**src/rtl/rgd_pkg.sv**
```systemverilog
// Purpose: Shared constants for the right-channel AGC debounce and gain status bank
// Assumes: Byte-wide register port, page already resolved by the control bus logic
// Notes:   Debounce lengths are counted in sample periods, not clock cycles
package rgd_pkg;

  // Register offsets
  localparam logic [6:0] RGD_ADDR_NOISE_DB  = 7'h63;
  localparam logic [6:0] RGD_ADDR_SIGNAL_DB = 7'h64;
  localparam logic [6:0] RGD_ADDR_GAIN      = 7'h65;
  localparam logic [6:0] RGD_ADDR_RSVD_LO   = 7'h66;
  localparam logic [6:0] RGD_ADDR_RSVD_HI   = 7'h7F;

  // Field widths, reset values and the noise threshold off code
  localparam int         RGD_NOISE_W     = 5;
  localparam int         RGD_SIGNAL_W    = 4;
  localparam logic [4:0] RGD_NOISE_RST   = 5'h00;
  localparam logic [3:0] RGD_SIGNAL_RST  = 4'h0;
  localparam logic [7:0] RGD_GAIN_RST    = 8'h00;
  localparam logic [4:0] RGD_THRESH_OFF  = 5'h00;

  // Gain code limits, two's complement in half-dB steps
  localparam logic signed [7:0] RGD_GAIN_MIN = 8'hE8;
  localparam logic signed [7:0] RGD_GAIN_MAX = 8'h50;

  // Debounce decode: nonzero codes up to the knee are powers of two, above it multiples of a unit
  localparam logic [4:0] RGD_NOISE_KNEE  = 5'h0A;
  localparam logic [3:0] RGD_SIGNAL_KNEE = 4'hA;
  localparam int         RGD_NOISE_UNIT  = 4096;
  localparam int         RGD_SIGNAL_UNIT = 2048;
  localparam int         RGD_CNT_W       = 17;

  typedef enum logic [0:0] {
    RGD_ST_SIGNAL = 1'b0,
    RGD_ST_NOISE  = 1'b1
  } rgd_state_t;

endpackage : rgd_pkg

```
**src/rtl/rgd_bank.sv**
```systemverilog
// Purpose: Right AGC noise/signal debounce registers, debounce engine and gain status
// Assumes: i_sample_tick pulses once per sample period; detector and gain inputs are
//          produced by logic on i_clk
// Notes:   Reserved space reads zero; writes there are dropped
`timescale 1ns/1ps
`default_nettype none

// Contract
// - Five-bit noise debounce code selects sample count
// - Four-bit signal debounce code selects sample count
// - Report applied gain, signed half-dB code
// - Gain status reads zero after reset
// - Never report codes above plus forty dB
// - AGC works only while enabled
// - Zero noise threshold disables noise detection
module rgd_bank
  import rgd_pkg::*;
#(
  // Run counter width; it must reach the longest debounce length in samples
  parameter int CNT_W = RGD_CNT_W
)
(
  // Clock and reset
  input  wire logic        i_clk,
  input  wire logic        i_srst,
  // Register port
  input  wire logic        i_wr_en,
  input  wire logic [6:0]  i_addr,
  input  wire logic [7:0]  i_wr_data,
  output logic      [7:0]  o_rd_data,
  // Neighbouring AGC settings
  input  wire logic        i_agc_en,
  input  wire logic [4:0]  i_noise_thresh,
  // AGC core
  input  wire logic        i_sample_tick,
  input  wire logic        i_below_thresh,
  input  wire logic        i_gain_valid,
  input  wire logic [7:0]  i_gain_req,
  // Status
  output logic             o_noise_state,
  output logic [7:0]       o_gain_applied
);

  // Longest runs the two fields can ask for
  localparam int MAX_NOISE_LEN  = ((1 << RGD_NOISE_W) - 1 - int'(RGD_NOISE_KNEE))
                                  * RGD_NOISE_UNIT;
  localparam int MAX_SIGNAL_LEN = ((1 << RGD_SIGNAL_W) - 1 - int'(RGD_SIGNAL_KNEE))
                                  * RGD_SIGNAL_UNIT;
  localparam int MAX_LEN        = (MAX_NOISE_LEN > MAX_SIGNAL_LEN) ? MAX_NOISE_LEN
                                                                   : MAX_SIGNAL_LEN;

  // A narrow counter would wrap before the run ends and never flip the state
  if (CNT_W < $clog2(MAX_LEN + 1) || CNT_W > 31) begin : g_bad_cnt_w
    $error("rgd_bank: CNT_W cannot hold the longest debounce run");
  end

  // Configuration fields
  logic [RGD_NOISE_W-1:0]  noise_db_q;
  logic [RGD_SIGNAL_W-1:0] signal_db_q;
  logic                    wr_noise;
  logic                    wr_signal;

  // Gain status
  logic [7:0]              gain_q;
  logic [7:0]              gain_d;
  logic                    gain_take;

  // Debounce engine
  logic [CNT_W-1:0]        cnt_q;
  logic [CNT_W-1:0]        cnt_d;
  rgd_state_t              state_q;
  rgd_state_t              state_d;
  logic [CNT_W-1:0]        noise_len;
  logic [CNT_W-1:0]        signal_len;
  logic [CNT_W-1:0]        target_len;
  logic                    det_active;
  logic                    want_flip;

  // Short codes double the length, long codes add a whole unit per step
  function automatic logic [CNT_W-1:0] noise_samples(input logic [4:0] code);
    if (code == 5'h00) begin
      noise_samples = '0;
    end else if (code <= RGD_NOISE_KNEE) begin
      noise_samples = CNT_W'(2) << code;
    end else begin
      noise_samples = CNT_W'(int'(code - RGD_NOISE_KNEE) * RGD_NOISE_UNIT);
    end
  endfunction : noise_samples

  function automatic logic [CNT_W-1:0] signal_samples(input logic [3:0] code);
    if (code == 4'h0) begin
      signal_samples = '0;
    end else if (code <= RGD_SIGNAL_KNEE) begin
      signal_samples = CNT_W'(2) << code;
    end else begin
      signal_samples = CNT_W'(int'(code - RGD_SIGNAL_KNEE) * RGD_SIGNAL_UNIT);
    end
  endfunction : signal_samples

  // Requests outside the documented range are pinned to its ends
  function automatic logic [7:0] clamp_gain(input logic [7:0] req);
    if ($signed(req) > RGD_GAIN_MAX) begin
      clamp_gain = RGD_GAIN_MAX;
    end else if ($signed(req) < RGD_GAIN_MIN) begin
      clamp_gain = RGD_GAIN_MIN;
    end else begin
      clamp_gain = req;
    end
  endfunction : clamp_gain

  // Write decode; the gain register and reserved space take no writes
  assign wr_noise  = i_wr_en && (i_addr == RGD_ADDR_NOISE_DB);
  assign wr_signal = i_wr_en && (i_addr == RGD_ADDR_SIGNAL_DB);

  // Configuration registers; only the documented field bits are stored
  always_ff @(posedge i_clk) begin
    if (i_srst) begin
      noise_db_q <= RGD_NOISE_RST;
    end else if (wr_noise) begin
      noise_db_q <= i_wr_data[RGD_NOISE_W-1:0];
    end
  end

  always_ff @(posedge i_clk) begin
    if (i_srst) begin
      signal_db_q <= RGD_SIGNAL_RST;
    end else if (wr_signal) begin
      signal_db_q <= i_wr_data[RGD_SIGNAL_W-1:0];
    end
  end

  // Read mux; reserved bits and reserved space read zero, gain is read only
  always_comb begin
    case (i_addr)
      RGD_ADDR_NOISE_DB:  o_rd_data = {3'h0, noise_db_q};
      RGD_ADDR_SIGNAL_DB: o_rd_data = {4'h0, signal_db_q};
      RGD_ADDR_GAIN:      o_rd_data = gain_q;
      default:            o_rd_data = 8'h00;
    endcase
  end

  // Debounce lengths in samples
  assign noise_len  = noise_samples(noise_db_q);
  assign signal_len = signal_samples(signal_db_q);

  // Detection runs only with the AGC on and a nonzero noise threshold
  assign det_active = i_agc_en && (i_noise_thresh != RGD_THRESH_OFF);

  // The condition that would move us out of the present state
  assign want_flip  = (state_q == RGD_ST_SIGNAL) ? i_below_thresh : !i_below_thresh;
  assign target_len = (state_q == RGD_ST_SIGNAL) ? noise_len : signal_len;

  // Debounce: the opposite condition must hold for target_len + 1 consecutive samples.
  // A break in the run restarts the count, so short bursts never flip the state.
  always_comb begin
    state_d = state_q;
    cnt_d   = cnt_q;
    if (!det_active) begin
      state_d = RGD_ST_SIGNAL;
      cnt_d   = '0;
    end else if (i_sample_tick) begin
      case (state_q)
        RGD_ST_SIGNAL, RGD_ST_NOISE: begin
          if (!want_flip) begin
            cnt_d = '0;
          end else if (cnt_q >= target_len) begin
            state_d = (state_q == RGD_ST_SIGNAL) ? RGD_ST_NOISE : RGD_ST_SIGNAL;
            cnt_d   = '0;
          end else begin
            cnt_d = cnt_q + CNT_W'(1);
          end
        end
        default: begin
          state_d = RGD_ST_SIGNAL;
          cnt_d   = '0;
        end
      endcase
    end
  end

  always_ff @(posedge i_clk) begin
    if (i_srst) begin
      state_q <= RGD_ST_SIGNAL;
    end else begin
      state_q <= state_d;
    end
  end

  // The counter only increments while below target_len, so it cannot wrap
  always_ff @(posedge i_clk) begin
    if (i_srst) begin
      cnt_q <= '0;
    end else begin
      cnt_q <= cnt_d;
    end
  end

  // Gain status; held while disabled or in silence so noise is not pumped up
  assign gain_take = i_agc_en && i_gain_valid && (state_q == RGD_ST_SIGNAL);
  assign gain_d    = gain_take ? clamp_gain(i_gain_req) : gain_q;

  always_ff @(posedge i_clk) begin
    if (i_srst) begin
      gain_q <= RGD_GAIN_RST;
    end else begin
      gain_q <= gain_d;
    end
  end

  // Status outputs come straight from the state and gain flip-flops
  assign o_noise_state  = (state_q == RGD_ST_NOISE);
  assign o_gain_applied = gain_q;

endmodule : rgd_bank

`default_nettype wire

```
**config.mk**
```make
export PLATFORM = sky130hd
export DESIGN_NAME = rgd_bank
export DESIGN_NICKNAME = d
export VERILOG_FILES = /design/src/rtl/rgd_pkg.sv /design/src/rtl/rgd_bank.sv
export SDC_FILE = /design/constraint.sdc
export NUM_CORES = 1
export LEC_CHECK = 0
export BUFFER_PORTS_ARGS = -buffer_cell sky130_fd_sc_hd__buf_2
export CAP_MARGIN = 10
export CELL_PAD_IN_SITES_DETAIL_PLACEMENT = 1
export CELL_PAD_IN_SITES_GLOBAL_PLACEMENT = 1
export CORE_ASPECT_RATIO = 1.1
export CORE_MARGIN = 2
export CORE_UTILIZATION = 36
export CTS_BUF_LIST = sky130_fd_sc_hd__clkbuf_16
export CTS_CLUSTER_DIAMETER = 150
export CTS_CLUSTER_SIZE = 14
export DETAILED_ROUTE_END_ITERATION = 16
export PLACE_DENSITY = 0.81
export SLEW_MARGIN = 20
export SYNTH_ARGS = -nofsm -noshare
export SYNTH_HDL_FRONTEND = slang
export SYNTH_SLANG_ARGS = --single-unit
```
**constraint.sdc**
```tcl
create_clock -name i_clk -period 3.44 [get_ports i_clk]
set_clock_uncertainty 0.2 [all_clocks]
set_input_delay 0.344 -clock i_clk [delete_from_list [all_inputs] [get_ports i_clk]]
set_output_delay 0.344 -clock i_clk [all_outputs]
set_load 0.01 [all_outputs]
```
==> impl_metrics.toml <==
[outcome]
status = "completed"

[flow_run]
max_cap_violations = 0

[die]
die-area_um2 = 8050
pin_count = 52
num_rows = 32
design.core.area_um2 = 7050
die_height_um = 93.9
fp.dieW_um = 85.7
initial_core_util_pct = 37.5

[timing]
fin_crit_ns = 3.33
finalCritPeriodShare_pct = 96.8
slew_viol_final = 0
fin_hold_ws_ns = 0.115
hold_violations = 0
slew_headroom_pct = 52.0
rsz0062_at_grt = "yes"
setup_viol_count_final = 0
timing.setup.tns_ns = 0
worst_slew_pin_slew_ns = 0.719
clock.fmax_ghz = 0.300

[worst_setup_path]
r2r-end = "cnt_q[16]"
cp_slowest_cell = "ha_1"
path_cells = "inv_2 -> ha_4 -> inv_2 -> ha_4 -> buf_6 -> nor3b_4 -> nor2b_4 -> a32oi_2 -> ha_1 -> a21oi_2 -> o21ai_2 -> o311ai_4 -> nand4_4 -> buf_6 -> nor4_1 -> a21o_1"
end_kind = "register"
crit_arrival_ns = 3.36
slowest_delay_ns = 0.34
startpoint = "signal_db_q[2]"
crit_required_ns = 3.47
reg2reg_depth = 16
path_depth = 16
cp-start-kind = "register"
crit-reg2reg-launch = "signal_db_q[2]"
r2r_setup_slack_ns = 0.11
crit_buf_inv = 4
cp_top_family = "compound AO/OA/AOI/OAI gates"
crit_type = "reg -> reg"
critPathCapture = "cnt_q[16]"
crit_path_max_fanout = 10

[logic_synthesis]
yosys-top-cells-area = "dfxtp_1 27%, ha_1 9.9%, nand2_1 5.8%"
synth_xor_area_share_pct = 0.994
ys_seq_area_share_pct = 26.5
synth-main-ff-cell = "dfxtp_1"
synth_common_cells = "41 x nand2_1, 35 x dfxtp_1, 23 x nor2_1"
avgSynthCellArea_um2 = 7.60
yosysUniqueCellTypes = 55
synth_async_sr_flop_share_pct = 0
post_synth_mux_area_share_pct = 0.379
netlist_instances = 348
synth_top_area_share_pct = 26.5
synth_area_um2 = 2640
synth-compound-area-share_pct = 27.0
synth_most_common_cell = "nand2_1"
synthesis.nets = 404
synth-seq-cells = 35
synth_edf_count = 0
synthSimpleGateAreaFrac_pct = 29.4
synth_fa_ha_area_share_pct = 9.94
synth_top_family_by_area = "simple AND/OR/NAND/NOR gates"
synth.yosys.warnings = 0
synth_top_area_cell = "dfxtp_1"

[clock_tree]
cts_hold_buf = 0
clock_latency_ns = 0.28
cts.sinks = 35
cts_tree = "built"
cts_buffer_depth = 2
htreeDepth = 2
cts_root_buf = "clkbuf_16"
clk_pin_slew_worst_paths_ns = 0.05
cts_buffers = 5

[placement]
gp_congestion = 0.858
dpl.cell_count = 483
io_buffers = 48
placed_area_um2 = 3060
dp_hpwl_mm = 6.18

[drt]
num_vias = 2907
drc = 0
wl_mm = 8.55
wl_per_cell_um = 17.2
routed_via_density = 5.85
drtPass1Iterations = 4
drt_iter0_drc = 101
drtAntennaViolNets = 0

[global_routing]
grt_pass1_vias = 2934
overflow = 0
grt_pass1_wl_mm = 13.9
grtUsageTotal_pct = 21.5
antenna_found_initial = 0
grt_max_degree = 20

[finish]
nFillCells = 894
nets = 467
drive_gt1_share_pct = 28.9
antennaDiodeCount = 0
instances_no_fill = 497
final_cell_area_um2 = 3440
syn2layout_area_growth_pct = 30.2

[power]
power-per-cell-area_nw_per_um2 = 273
leakage_nw = 1.53
ir_worst_vdd_mv = 0.277

[min_path]
hp-class = "in -> reg"
cell families (layout without fill, tap and decap cells):
logic type,after synthesis,count (layout)
compound gates,102,102
buf+inv,36,100
mux,1,1
xor+xnor,3,3
flops,35,35
fa+ha+maj,21,21
other cells,1,1
simple gates,149,149
repair_timing:
item | CTS | global route
resized for setup | 8 | 38
pin swaps | 1 | 12
endpoints found under the setup margin | 14 | 18
gates cloned | 0 | 1
setup buffers | 2 | 3
per-layer routing:
layer  track usage (%)  routed length, um
met4              5.95                161
met1              24.8               3610
met5                 0                  0
met2              39.5               4450
met3              4.83                333
area by class of cell:
class / instances / area [um^2] / area share (%)
inverters: 18 / 67.6 / 1.96
clock inverters: 3 / 11.3 / 0.327
clock buffers: 5 / 125 / 3.63
multi-input cells: 277 / 1990 / 57.7
repair buffers: 74 / 444 / 12.9
flip-flops and latches: 35 / 703 / 20.4
well taps: 85 / 106 / 3.09
layout by cell type (no fill, tap or decap), types with 3 or more instances in the layout:
master,count
inv_1,15
inv_2,4
a22oi_1,6
a2bb2oi_1,3
a31oi_1,5
nor3_2,3
a21o_1,9
nor2b_1,5
clkbuf_16,5
ha_1,18
a32oi_1,3
buf_2,49
a211o_1,3
nor3b_1,8
nor3_1,5
and3_1,10
o21ai_0,14
a22o_1,3
nand3_1,15
and2_1,4
nand2b_1,6
a21oi_1,19
buf_6,3
o211ai_1,6
nand3b_1,3
dfxtp_1,33
a222oi_1,4
nor4_1,5
nor2_1,22
nand4_1,6
nand2_1,40
buf_4,22
o21ai_1,4
or2_2,3
state kept, by name (all words and copies together) (netlist names):
name and flops:
cnt_q 17, noise_db_q 5, o_gain_applied 8, o_noise_state 1, signal_db_q 4
worst min path at each step:
stage | start | endpoint | cells after the start
4_1_cts | i_wr_data[4] | noise_db_q[4] | 3
2_1_floorplan | cnt_q[16] | cnt_q[16] | 1
3_5_place_dp | o_gain_applied[5] | o_gain_applied[5] | 2
3_3_place_gp | o_gain_applied[5] | o_gain_applied[5] | 2
5_1_grt | i_wr_data[0] | signal_db_q[0] | 3
6_report | i_wr_data[0] | signal_db_q[0] | 3
power by group:
group	internal, W	total, W	switching, W
logic	0.0000415	0.0000923	0.0000508
registers	0.000411	0.000416	0.00000465
clock network	0.000260	0.000431	0.000170
tightest hold or removal path, stage by stage:
cell and delay, ns:
buf_2 0.11, nand3_1 0.06, a21oi_1 0.05
metrics by stage:
step           power [W]  utilization, %  setup slack [ns]
6_report        0.000939            48.9             0.109
5_1_grt         0.000974            48.9           -0.0687
4_1_cts         0.000937            46.3            0.0437
3_5_place_dp    0.000506            43.5            -0.140
3_3_place_gp    0.000503            43.5            0.0255
2_1_floorplan   0.000469               -            0.0242
Power figures use the tool's default switching activity.
